## config.mk

```make
export PLATFORM = sky130hd
export DESIGN_NAME = sbc_smbus_client
export DESIGN_NICKNAME = d
export VERILOG_FILES = /design/src/hw/sbc_pkg.sv /design/src/hw/sbc_fifo.sv /design/src/hw/sbc_smbus_client.sv
export SDC_FILE = /design/constraint.sdc
export NUM_CORES = 1
export LEC_CHECK = 0
export ABC_AREA = 1
export BUFFER_PORTS_ARGS = -buffer_cell sky130_fd_sc_hd__buf_2
export CAP_MARGIN = 40
export CORE_MARGIN = 4
export CORE_UTILIZATION = 62
export DETAILED_ROUTE_END_ITERATION = 16
export GPL_TIMING_DRIVEN = 0
export PLACE_DENSITY = 0.77
export SLEW_MARGIN = 20
export SYNTH_ARGS = -nofsm -noshare
export SYNTH_HDL_FRONTEND = slang
export SYNTH_SLANG_ARGS = --single-unit
```

## constraint.sdc

```tcl
create_clock -name mclk_i -period 3.7 [get_ports mclk_i]
set_input_delay 0.185 -clock mclk_i [delete_from_list [all_inputs] [get_ports mclk_i]]
set_output_delay 0.185 -clock mclk_i [all_outputs]
set_load 0.005 [all_outputs]
```

## src/hw/sbc_pkg.sv

```systemverilog
// Constants, state codes and timing counts shared by the two-wire client interface
package sbc_pkg;

  localparam logic [6:0]  OWN_ADDR    = 7'h28;
  localparam logic [3:0]  BYTE_BITS   = 4'h8;
  localparam int          PTR_W       = 8;
  localparam int          CNT_W       = 20;
  localparam int          FIFO_DEPTH  = 8;

  // Times in their own units, cycle counts rounded up from the clock rate
  localparam longint      CLK_HZ      = 64'h0000_0000_017D_7840;
  localparam longint      T_PWRUP_MS  = 64'h0000_0000_0000_000A;
  localparam longint      T_TOUT_MS   = 64'h0000_0000_0000_001E;
  localparam longint      T_IDLE_US   = 64'h0000_0000_0000_0096;
  localparam int          PWRUP_CYC   = int'((T_PWRUP_MS * CLK_HZ + 999) / 1000);
  localparam int          TOUT_CYC    = int'((T_TOUT_MS * CLK_HZ + 999) / 1000);
  localparam int          IDLE_CYC    = int'((T_IDLE_US * CLK_HZ + 999_999) / 1_000_000);

  typedef enum logic [7:0] {
    ST_IDLE = 8'h01,
    ST_ADDR = 8'h02,
    ST_AACK = 8'h04,
    ST_WR   = 8'h08,
    ST_WACK = 8'h10,
    ST_RD   = 8'h20,
    ST_RACK = 8'h40,
    ST_SKIP = 8'h80
  } sbc_state_e;

endpackage

```

## src/hw/sbc_fifo.sv

```systemverilog
// Write-stream FIFO with a registered output stage
module sbc_fifo #(
  parameter int W     = 16,
  parameter int DEPTH = 8
) (
  input  wire logic         clk_i,
  input  wire logic         resetn_i,
  input  wire logic         in_valid_i,
  output logic              in_ready_o,
  input  wire logic [W-1:0] in_data_i,
  output logic              out_valid_o,
  input  wire logic         out_ready_i,
  output logic [W-1:0]      out_data_o
);

  localparam int AW = (DEPTH > 1) ? $clog2(DEPTH) : 1;

  logic [W-1:0]  mem_reg [DEPTH];
  logic [AW-1:0] wptr_reg;
  logic [AW-1:0] rptr_reg;
  logic [AW:0]   cnt_reg;
  logic          push;
  logic          pop;

  // Output slot is refilled only when empty or being taken, so a stalled drain fills storage
  assign in_ready_o = (cnt_reg != (AW+1)'(DEPTH));
  assign push       = in_valid_i & in_ready_o;
  assign pop        = (cnt_reg != '0) & (~out_valid_o | out_ready_i);

  always_ff @(posedge clk_i) begin
    if (push) begin
      mem_reg[wptr_reg] <= in_data_i;
    end
  end

  always_ff @(posedge clk_i or negedge resetn_i) begin
    if (!resetn_i) begin
      wptr_reg <= '0;
      rptr_reg <= '0;
      cnt_reg  <= '0;
    end else begin
      if (push) begin
        wptr_reg <= (wptr_reg == AW'(DEPTH - 1)) ? '0 : wptr_reg + AW'(1);
      end
      if (pop) begin
        rptr_reg <= (rptr_reg == AW'(DEPTH - 1)) ? '0 : rptr_reg + AW'(1);
      end
      cnt_reg <= cnt_reg + (AW+1)'(push) - (AW+1)'(pop);
    end
  end

  always_ff @(posedge clk_i or negedge resetn_i) begin
    if (!resetn_i) begin
      out_valid_o <= 1'b0;
      out_data_o  <= '0;
    end else if (pop) begin
      out_valid_o <= 1'b1;
      out_data_o  <= mem_reg[rptr_reg];
    end else if (out_ready_i) begin
      out_valid_o <= 1'b0;
    end
  end

endmodule // sbc_fifo

```

## src/hw/sbc_smbus_client.sv

```systemverilog
// Two-wire bus client: condition detection, byte engine, register pointer and write stream
module sbc_smbus_client #(
  parameter int PWRUP_CYC  = sbc_pkg::PWRUP_CYC,
  parameter int TOUT_CYC   = sbc_pkg::TOUT_CYC,
  parameter int IDLE_CYC   = sbc_pkg::IDLE_CYC,
  parameter int FIFO_DEPTH = sbc_pkg::FIFO_DEPTH
) (
  input  wire logic                      mclk_i,
  input  wire logic                      resetn_i,
  input  wire logic                      serial_bus_clock_pin_i,
  input  wire logic                      sda_i,
  output logic                           sda_o,
  output logic                           sda_oe_o,
  input  wire logic                      tout_en_i,
  input  wire logic                      deep_sleep_i,
  output logic [sbc_pkg::PTR_W-1:0]      rd_addr_o,
  input  wire logic [sbc_pkg::PTR_W-1:0] rd_data_i,
  output logic                           rd_strobe_o,
  output logic                           wr_valid_o,
  output logic [sbc_pkg::PTR_W-1:0]      wr_addr_o,
  output logic [sbc_pkg::PTR_W-1:0]      wr_data_o,
  input  wire logic                      wr_ready_i,
  output logic                           bus_ready_o
);

  localparam int PW = sbc_pkg::PTR_W;
  localparam int CW = sbc_pkg::CNT_W;

  // Bit 1 is the bus clock, bit 0 the data line
  logic [1:0]          sync1_reg;
  logic [1:0]          sync2_reg;
  logic [1:0]          sync3_reg;
  logic [1:0]          line_reg;
  logic [1:0]          line_prev_reg;
  logic                scl;
  logic                sda;
  logic                scl_rise;
  logic                scl_fall;
  logic                start_det;
  logic                stop_det;

  logic [CW-1:0]       pwr_cnt_reg;
  logic                pwr_done_reg;
  logic [CW-1:0]       low_cnt_reg;
  logic [CW-1:0]       idle_cnt_reg;
  logic                tout_fire;
  logic                idle_fire;
  logic                bus_reset;
  logic                step_ok;

  sbc_pkg::sbc_state_e state_reg;
  logic [3:0]          bit_cnt_reg;
  logic [7:0]          shift_reg;
  logic [7:0]          tx_reg;
  logic                dir_rd_reg;
  logic                first_reg;
  logic                host_ack_reg;
  logic                ld_pend_reg;
  logic                sda_oe_reg;
  logic                sda_out_reg;
  logic                rd_strobe_reg;
  logic [PW-1:0]       ptr_reg;

  logic                byte_full;
  logic                addr_hit;
  logic                wr_byte_done;
  logic                ptr_load;
  logic                push;
  logic                rd_next;
  logic                load_now;
  logic                fifo_in_ready;

  // Pin synchroniser: a level is taken only once the second and third stages agree
  always_ff @(posedge mclk_i or negedge resetn_i) begin
    if (!resetn_i) begin
      sync1_reg     <= 2'h3;
      sync2_reg     <= 2'h3;
      sync3_reg     <= 2'h3;
      line_reg      <= 2'h3;
      line_prev_reg <= 2'h3;
    end else begin
      sync1_reg     <= {serial_bus_clock_pin_i, sda_i};
      sync2_reg     <= sync1_reg;
      sync3_reg     <= sync2_reg;
      line_reg      <= (line_reg & (sync2_reg ^ sync3_reg)) | (sync3_reg & ~(sync2_reg ^ sync3_reg));
      line_prev_reg <= line_reg;
    end
  end

  assign scl       = line_reg[1];
  assign sda       = line_reg[0];
  assign scl_rise  = scl & ~line_prev_reg[1];
  assign scl_fall  = ~scl & line_prev_reg[1];
  assign start_det = scl & line_prev_reg[1] & ~sda & line_prev_reg[0];
  assign stop_det  = scl & line_prev_reg[1] & sda & ~line_prev_reg[0];

  // Power-up quiet interval; the bus is ignored until it has run out
  always_ff @(posedge mclk_i or negedge resetn_i) begin
    if (!resetn_i) begin
      pwr_cnt_reg  <= '0;
      pwr_done_reg <= 1'b0;
    end else if (!pwr_done_reg) begin
      pwr_cnt_reg  <= pwr_cnt_reg + CW'(1);
      pwr_done_reg <= (pwr_cnt_reg == CW'(PWRUP_CYC - 1));
    end
  end

  // Clock-low and both-high timers, saturating so they keep firing while the condition holds
  always_ff @(posedge mclk_i or negedge resetn_i) begin
    if (!resetn_i) begin
      low_cnt_reg <= '0;
    end else if (scl) begin
      low_cnt_reg <= '0;
    end else if (low_cnt_reg != CW'(TOUT_CYC)) begin
      low_cnt_reg <= low_cnt_reg + CW'(1);
    end
  end

  always_ff @(posedge mclk_i or negedge resetn_i) begin
    if (!resetn_i) begin
      idle_cnt_reg <= '0;
    end else if (!(scl & sda)) begin
      idle_cnt_reg <= '0;
    end else if (idle_cnt_reg != CW'(IDLE_CYC)) begin
      idle_cnt_reg <= idle_cnt_reg + CW'(1);
    end
  end

  // Enable comes from the configuration bit outside, which resets to off
  assign tout_fire = tout_en_i & (low_cnt_reg == CW'(TOUT_CYC));
  assign idle_fire = ~deep_sleep_i & (idle_cnt_reg == CW'(IDLE_CYC));
  assign bus_reset = stop_det | tout_fire | idle_fire;
  assign step_ok   = pwr_done_reg & ~bus_reset & ~start_det;

  assign byte_full    = (bit_cnt_reg == sbc_pkg::BYTE_BITS);
  assign addr_hit     = (shift_reg[7:1] == sbc_pkg::OWN_ADDR);
  assign wr_byte_done = step_ok & (state_reg == sbc_pkg::ST_WR) & scl_fall & byte_full;
  assign ptr_load     = wr_byte_done & first_reg;
  // No clock stretching, so a full stream is refused by leaving the byte unacknowledged
  assign push         = wr_byte_done & ~first_reg & fifo_in_ready;
  assign rd_next      = step_ok & (state_reg == sbc_pkg::ST_RACK) & scl_fall & host_ack_reg;
  assign load_now     = step_ok & (state_reg == sbc_pkg::ST_RD) & ld_pend_reg;

  // Byte engine; data changes only while the clock is low, the clock is never driven
  always_ff @(posedge mclk_i or negedge resetn_i) begin
    if (!resetn_i) begin
      state_reg    <= sbc_pkg::ST_IDLE;
      bit_cnt_reg  <= 4'h0;
      shift_reg    <= 8'h00;
      tx_reg       <= 8'h00;
      dir_rd_reg   <= 1'b0;
      first_reg    <= 1'b0;
      host_ack_reg <= 1'b0;
      ld_pend_reg  <= 1'b0;
      sda_oe_reg   <= 1'b0;
    end else if (!pwr_done_reg || bus_reset) begin
      state_reg   <= sbc_pkg::ST_IDLE;
      ld_pend_reg <= 1'b0;
      sda_oe_reg  <= 1'b0;
    end else if (start_det) begin
      state_reg   <= sbc_pkg::ST_ADDR;
      bit_cnt_reg <= 4'h0;
      first_reg   <= 1'b1;
      ld_pend_reg <= 1'b0;
      sda_oe_reg  <= 1'b0;
    end else begin
      case (state_reg)
        sbc_pkg::ST_ADDR: begin
          if (scl_rise) begin
            shift_reg   <= {shift_reg[6:0], sda};
            bit_cnt_reg <= bit_cnt_reg + 4'h1;
          end else if (scl_fall && byte_full) begin
            if (addr_hit) begin
              state_reg  <= sbc_pkg::ST_AACK;
              dir_rd_reg <= shift_reg[0];
              sda_oe_reg <= 1'b1;
            end else begin
              state_reg  <= sbc_pkg::ST_SKIP;
            end
          end
        end
        sbc_pkg::ST_AACK: begin
          if (scl_fall) begin
            sda_oe_reg  <= 1'b0;
            bit_cnt_reg <= 4'h0;
            if (dir_rd_reg) begin
              state_reg   <= sbc_pkg::ST_RD;
              ld_pend_reg <= 1'b1;
            end else begin
              state_reg   <= sbc_pkg::ST_WR;
            end
          end
        end
        sbc_pkg::ST_WR: begin
          if (scl_rise) begin
            shift_reg   <= {shift_reg[6:0], sda};
            bit_cnt_reg <= bit_cnt_reg + 4'h1;
          end else if (scl_fall && byte_full) begin
            state_reg  <= sbc_pkg::ST_WACK;
            first_reg  <= 1'b0;
            sda_oe_reg <= first_reg | fifo_in_ready;
          end
        end
        sbc_pkg::ST_WACK: begin
          if (scl_fall) begin
            state_reg   <= sbc_pkg::ST_WR;
            sda_oe_reg  <= 1'b0;
            bit_cnt_reg <= 4'h0;
          end
        end
        sbc_pkg::ST_RD: begin
          if (ld_pend_reg) begin
            ld_pend_reg <= 1'b0;
            tx_reg      <= rd_data_i;
            sda_oe_reg  <= ~rd_data_i[7];
          end else if (scl_rise) begin
            bit_cnt_reg <= bit_cnt_reg + 4'h1;
          end else if (scl_fall) begin
            if (byte_full) begin
              state_reg  <= sbc_pkg::ST_RACK;
              sda_oe_reg <= 1'b0;
            end else begin
              tx_reg     <= {tx_reg[6:0], 1'b0};
              sda_oe_reg <= ~tx_reg[6];
            end
          end
        end
        sbc_pkg::ST_RACK: begin
          if (scl_rise) begin
            host_ack_reg <= ~sda;
          end else if (scl_fall) begin
            if (host_ack_reg) begin
              state_reg   <= sbc_pkg::ST_RD;
              bit_cnt_reg <= 4'h0;
              ld_pend_reg <= 1'b1;
            end else begin
              state_reg   <= sbc_pkg::ST_SKIP;
            end
          end
        end
        default: begin
          sda_oe_reg <= 1'b0;
        end
      endcase
    end
  end

  // Pointer advances after each streamed or acknowledged byte and wraps through the top
  always_ff @(posedge mclk_i or negedge resetn_i) begin
    if (!resetn_i) begin
      ptr_reg <= '0;
    end else if (ptr_load) begin
      ptr_reg <= shift_reg;
    end else if (push || rd_next) begin
      ptr_reg <= ptr_reg + PW'(1);
    end
  end

  always_ff @(posedge mclk_i or negedge resetn_i) begin
    if (!resetn_i) begin
      rd_strobe_reg <= 1'b0;
      sda_out_reg   <= 1'b0;
    end else begin
      rd_strobe_reg <= load_now;
      sda_out_reg   <= 1'b0;
    end
  end

  sbc_fifo #(
    .W     (2 * PW),
    .DEPTH (FIFO_DEPTH)
  ) u_wr_fifo (
    .clk_i       (mclk_i),
    .resetn_i    (resetn_i),
    .in_valid_i  (push),
    .in_ready_o  (fifo_in_ready),
    .in_data_i   ({ptr_reg, shift_reg}),
    .out_valid_o (wr_valid_o),
    .out_ready_i (wr_ready_i),
    .out_data_o  ({wr_addr_o, wr_data_o})
  );

  assign sda_o       = sda_out_reg;
  assign sda_oe_o    = sda_oe_reg;
  assign rd_addr_o   = ptr_reg;
  assign rd_strobe_o = rd_strobe_reg;
  assign bus_ready_o = pwr_done_reg;
endmodule // sbc_smbus_client

```

### Word-level counts from Yosys, hierarchy flattened

Memory sizes are Yosys's and may differ from the RTL's. A register that Yosys moved wholly into a read port is not among the register bits.
Index checks and enable logic that the tools add are counted.

* register bits: 123
* RAM bits: 128
* input port bits: 15
* output and inout bits: 29
* logic and storage cells: 219
* memories kept: 1

* $add $sub $neg: 9
* equal/unequal tests: 44
* mux-type cells: 68
* bitwise logic cells: 47
* reductions and logical operators: 26

Memory list
* u_wr_fifo.mem_reg: depth 8, width 16, rd ports 1, clocked after memory_dff 1, write ports 1, RTL line sbc_fifo.sv:18 `logic [W-1:0] mem_reg [DEPTH];`

Operators with widths (number)
* $mux W8: 18
* $mux W20: 4
* $add A20 B1 Y20 const B: 3
* $pmux W8 S6: 1
* $ne A4 B3 Y1 const B: 8
* $mux W1: 28
* $mux W4: 7
* $mux W7: 4
* $ne A4 B4 Y1 const B: 7
* $and A1 B1 Y1: 25
* $eq A20 B12 Y1 const B: 1
* $eq A20 B18 Y1 const B: 1
* $eq A20 B20 Y1 const B: 1
* $ne A20 B12 Y1 const B: 1
* $ne A20 B20 Y1 const B: 1
* $reduce_and A6 Y1: 3
* $pmux W4 S4: 1
* $not A1 Y1: 13
* $reduce_and A13 Y1: 1
* $ne A3 B3 Y1 const B: 4
* $reduce_and A4 Y1: 3
* $reduce_bool A2 Y1: 6
* $ne A5 B4 Y1 const B: 2
* $reduce_bool A5 Y1: 2
* other kinds (37): 49

### Logic depth before layout (Yosys ltp)

* depth in word-level cells: 16
* mapped depth: 16
* gate-level depth less buffers: 15

### Modules after synthesis

Synthesis repeated with hierarchy kept, for this count alone.

* cells, all modules: 1390
* area, all modules: 12700.9 um^2

By module, submodules not included
* sbc_fifo: times used 1, cells each 632, area each 6686.4 um^2, sequential area each 4519.3 um^2
* sbc_smbus_client: times used 1, cells each 758, area each 6014.5 um^2, sequential area each 2816.5 um^2

### Worst setup path after synthesis

Ideal clock, no wire load.

* path type: reg-to-reg
* from: reg bit_cnt_reg[0]
* to: mem u_wr_fifo.mem_reg[4][0] (enable)
* setup time: 0.409 ns
* arrival: 2.566 ns
* required time: 3.291 ns
* path slack: 0.724 ns
* stages on the path, launching flop included: 11
* path buffers: 0
* clock period less this slack: 2.976 ns
* cells stage by stage: dfrtp_1 inv_1 ha_1 nand2_1 nor2_1 inv_1 nor2_2 inv_1 nor3_2 nand3_1 nor3_1

* longest elaborated chain between the ends: 7

RTL lines
* start, declared: RTL line sbc_smbus_client.sv:52 `logic [3:0] bit_cnt_reg;`
* start signal, assigned: RTL line sbc_smbus_client.sv:171 `bit_cnt_reg <= bit_cnt_reg + 4'h1;`
* start signal, assigned: RTL line sbc_smbus_client.sv:197 `bit_cnt_reg <= bit_cnt_reg + 4'h1;`
* start signal, assigned: RTL line sbc_smbus_client.sv:217 `bit_cnt_reg <= bit_cnt_reg + 4'h1;`
* $eq A4 B4 Y1: RTL line sbc_smbus_client.sv:135 `assign byte_full = (bit_cnt_reg == sbc_pkg::BYTE_BITS);`
* $and A1 B1 Y1: RTL line sbc_smbus_client.sv:137 `assign wr_byte_done = step_ok & (state_reg == sbc_pkg::ST_WR) & scl_fall & byte_full;`
* $and A1 B1 Y1 (2 in a row): RTL line sbc_smbus_client.sv:140 `assign push = wr_byte_done & ~first_reg & fifo_in_ready;`
* $and A1 B1 Y1: RTL line sbc_fifo.sv:27 `assign push = in_valid_i & in_ready_o;`
* $mux W1: RTL line sbc_fifo.sv:31 `if (push) begin`
* $mux W1 (not written as such): RTL line sbc_fifo.sv:32 `mem_reg[wptr_reg] <= in_data_i;`
* end, declared: RTL line sbc_fifo.sv:18

No other way between the ends.

### Worst setup path after layout

* from: reg bit_cnt_reg[0]
* to: mem u_wr_fifo.mem_reg[7][12] (enable)

Same word-level chain as after synthesis.

==> reports/results.ini <==
[outcome]
status=finished clean

[route]
drtAntennaViolNets=0
drc=0
drt_iter0_markers=760
vias_per_cell=5.701
wirelength_mm=25.51
wl_per_cell_um=16.67
first_pass_iters=5
via_count=8723

[timing]
final_hold_viol_count=0
finalMaxSlewViolations=0
period_share_pct=84.90
fin_crit_ns=3.141
fin_ws_ns=0.5587
max_freq_mhz=318.3
tns_ns=0
slew_headroom_pct=49.15
setup_viol=0
worst_slew_pin_slew_ns=0.7585
finalClockSkew_ns=0.01678
rsz0062_at_grt=no

[power]
power.density_mw_per_mm2=551.7
peakVddDrop_uv=380.7
p_leak_nw=6.020

[final_layout]
regArea_mm2=0.007336
fillers=1293
fin_cells=1530
multiInputGateArea_mm2=0.004238
drive_gt1_share_pct=15.12
num_antenna_cells=0
nets=1282
largest_reg_flops=128
fin_util_pct=72.98
area_delta_synth_final_pct=14.31

[run]
maxCapViolations=0

[floorplanning]
fp.dieW_um=147.7
start_util_pct=63.84
dieHeight_um=147.7
core_mm2=0.01896
rows=50
num_io_pins=44
die_area_mm2=0.02182

[yosys]
syn_area_per_cell_um2=10.50
mappedNetlistArea_mm2=0.01210
synth-seq-area-share_pct=60.62
yosysWarnings=0
syn_inst=1153
yosysMostFrequentCell=nand2_1
ys.flop_type=edfxtp_1
netlist.area_leader.share_pct=31.76
synth.area.top_cells=edfxtp_1 32%, dfrtp_1 26%, nand2_1 5.9%
synth-edff-count=128
ys_seq_elements=267
synth_common_cells=190 x nand2_1, 131 x nor2_1, 128 x dfrtp_1, 128 x edfxtp_1, 94 x inv_1
synth_cell_types=52
async_reset_ff_share_pct=52.06
synth_top_area_cell=edfxtp_1
synth_nets=1187

[placement]
numPortBuffers=42
dp_slack_ns=0.6005
dpl.hpwl_mm=17.68
dp.cells=1467
gp_congestion=0.8862

[global_routing]
antenna_found_initial=0
grt_pass1_wl_mm=41.98
grt_util_all_layers_pct=23.51
grt_max_degree=73
grt_overflow_total=0
grt_pass1_vias=8355

[setup_path]
r2r-end=u_wr_fifo.mem_reg[7][12]
critPathRequiredTime_ns=3.96
end_kind=register
rr_worst_depth=11
cp-start-kind=register
crit_type=register to register
r2r_setup_slack_ns=0.56
arrival_ns=3.40
worstReg2RegStart=bit_cnt_reg[0]
cp_max_fo=9

[clocking]
clkSinkCount=267
clkTransAtPathRegs_ns=0.06
cts_made_buffers=28
clockRootBuffer=clkbuf_16
htreeDepth=1
clk_latency_ns=0.56
cts_buffer_depth=3
cts_tree=built

[hold_path]
hold_depth=6
min_path_type=input pin to register
min-delay-start=rd_data_i[7]
min_to=sda_oe_o

==> worst max path at each step <==
stage,start,end,slack [ns]
final,bit_cnt_reg[0],u_wr_fifo.mem_reg[7][12],0.56
after global routing,bit_cnt_reg[0],u_wr_fifo.mem_reg[4][14],0.26
after CTS,bit_cnt_reg[0],u_wr_fifo.mem_reg[7][12],0.56
after detailed placement,bit_cnt_reg[0],u_wr_fifo.mem_reg[7][13],0.60
after global placement,bit_cnt_reg[0],u_wr_fifo.mem_reg[1][15],-0.53
after floorplan,bit_cnt_reg[0],u_wr_fifo.mem_reg[4][0],0.72
==> cells in the final DEF (no fill, tap or decap), drive strengths merged <==
| cell type | count |
|---|---|
| a211oi | 3 |
| a21oi | 33 |
| a31oi | 2 |
| and3 | 3 |
| and3b | 1 |
| buf | 65 |
| bufinv | 1 |
| clkbuf | 61 |
| clkinv | 12 |
| clkinvlp | 1 |
| conb | 1 |
| dfrtp | 128 |
| dfstp | 11 |
| dlygate4sd3 | 11 |
| edfxtp | 128 |
| fa | 1 |
| ha | 18 |
| inv | 110 |
| maj3 | 2 |
| mux2i | 22 |
| nand2 | 196 |
| nand2b | 1 |
| nand3 | 59 |
| nand4 | 33 |
| nor2 | 150 |
| nor3 | 33 |
| nor3b | 1 |
| nor4 | 6 |
| o211ai | 18 |
| o21ai | 90 |
| o221ai | 16 |
| o31ai | 1 |
| o32ai | 16 |
| o41ai | 1 |
| or2 | 2 |
| xnor2 | 13 |
| xor2 | 20 |
==> timing repair <==
action / CTS / global route
hold endpoints to repair: 81 / 0
gates resized for setup: 0 / 0
hold buffers: 11 / 0
setup buffers: 0 / 0
setup endpoints to repair: 0 / 0
==> layer usage <==
metal | GRT usage [%] | up-vias | routed length (um)
met5 | 0 | - | 0
li1 | - | 4196 | -
met1 | 32.35 | 4178 | 10950
met2 | 39.69 | 293 | 12450
met3 | 3.096 | 56 | 1447
met4 | 6.803 | 0 | 663
==> worst max-delay path, cell delays in order (launching register included) <==
cell     delay (ns)
dfrtp_1        0.42
inv_1          0.11
ha_1           0.15
nand2_1        0.05
nor2_1         0.20
inv_1          0.10
nor2_2         0.23
inv_1          0.08
nor3_2         0.27
nand3_1        0.27
nor3_2         0.65
buf_4          0.31
==> report_power, final <==
| group | switching, mW | internal [mW] | leakage (nW) |
|---|---|---|---|
| clock network | 1.16 | 1.57 | 0.451 |
| registers | 0.0775 | 3.23 | 3.31 |
| logic | 1.04 | 0.539 | 2.26 |
==> metrics by stage <==
stage / power (mW) / hold slack [ns] / instance area, um2
finish: 7.631 / 0.09817 / 13830
global route: 8.003 / 0.1051 / 13830
CTS: 7.667 / 0.07171 / 13830
detailed placement: 4.916 / 0.1817 / 12800
global placement: 4.840 / 0.2904 / 12640
floorplan: 4.376 / -0.1106 / 12100
==> cell families after synthesis <==
group	count (synthesis)	synth area share, %
AO/OA/AOI/OAI	180	9.253
flip-flops	267	60.62
AND/OR/NAND/NOR	485	19.00
XOR/XNOR	33	2.388
buffers and inverters	144	4.694
other	1	0.03099
adder cells (fa/ha/maj)	21	2.192
multiplexers	22	1.820
==> cell type report <==
cell class / instances / area share, %
clock inverter: 15 / 0.9949
inverter: 109 / 2.976
multi-input combinational: 742 / 30.63
clock buffer: 37 / 5.671
sequential: 267 / 53.03
buffer: 35 / 1.131
timing repair buffer: 65 / 3.211
tap: 260 / 2.352
Power figures use the tool's default switching activity.
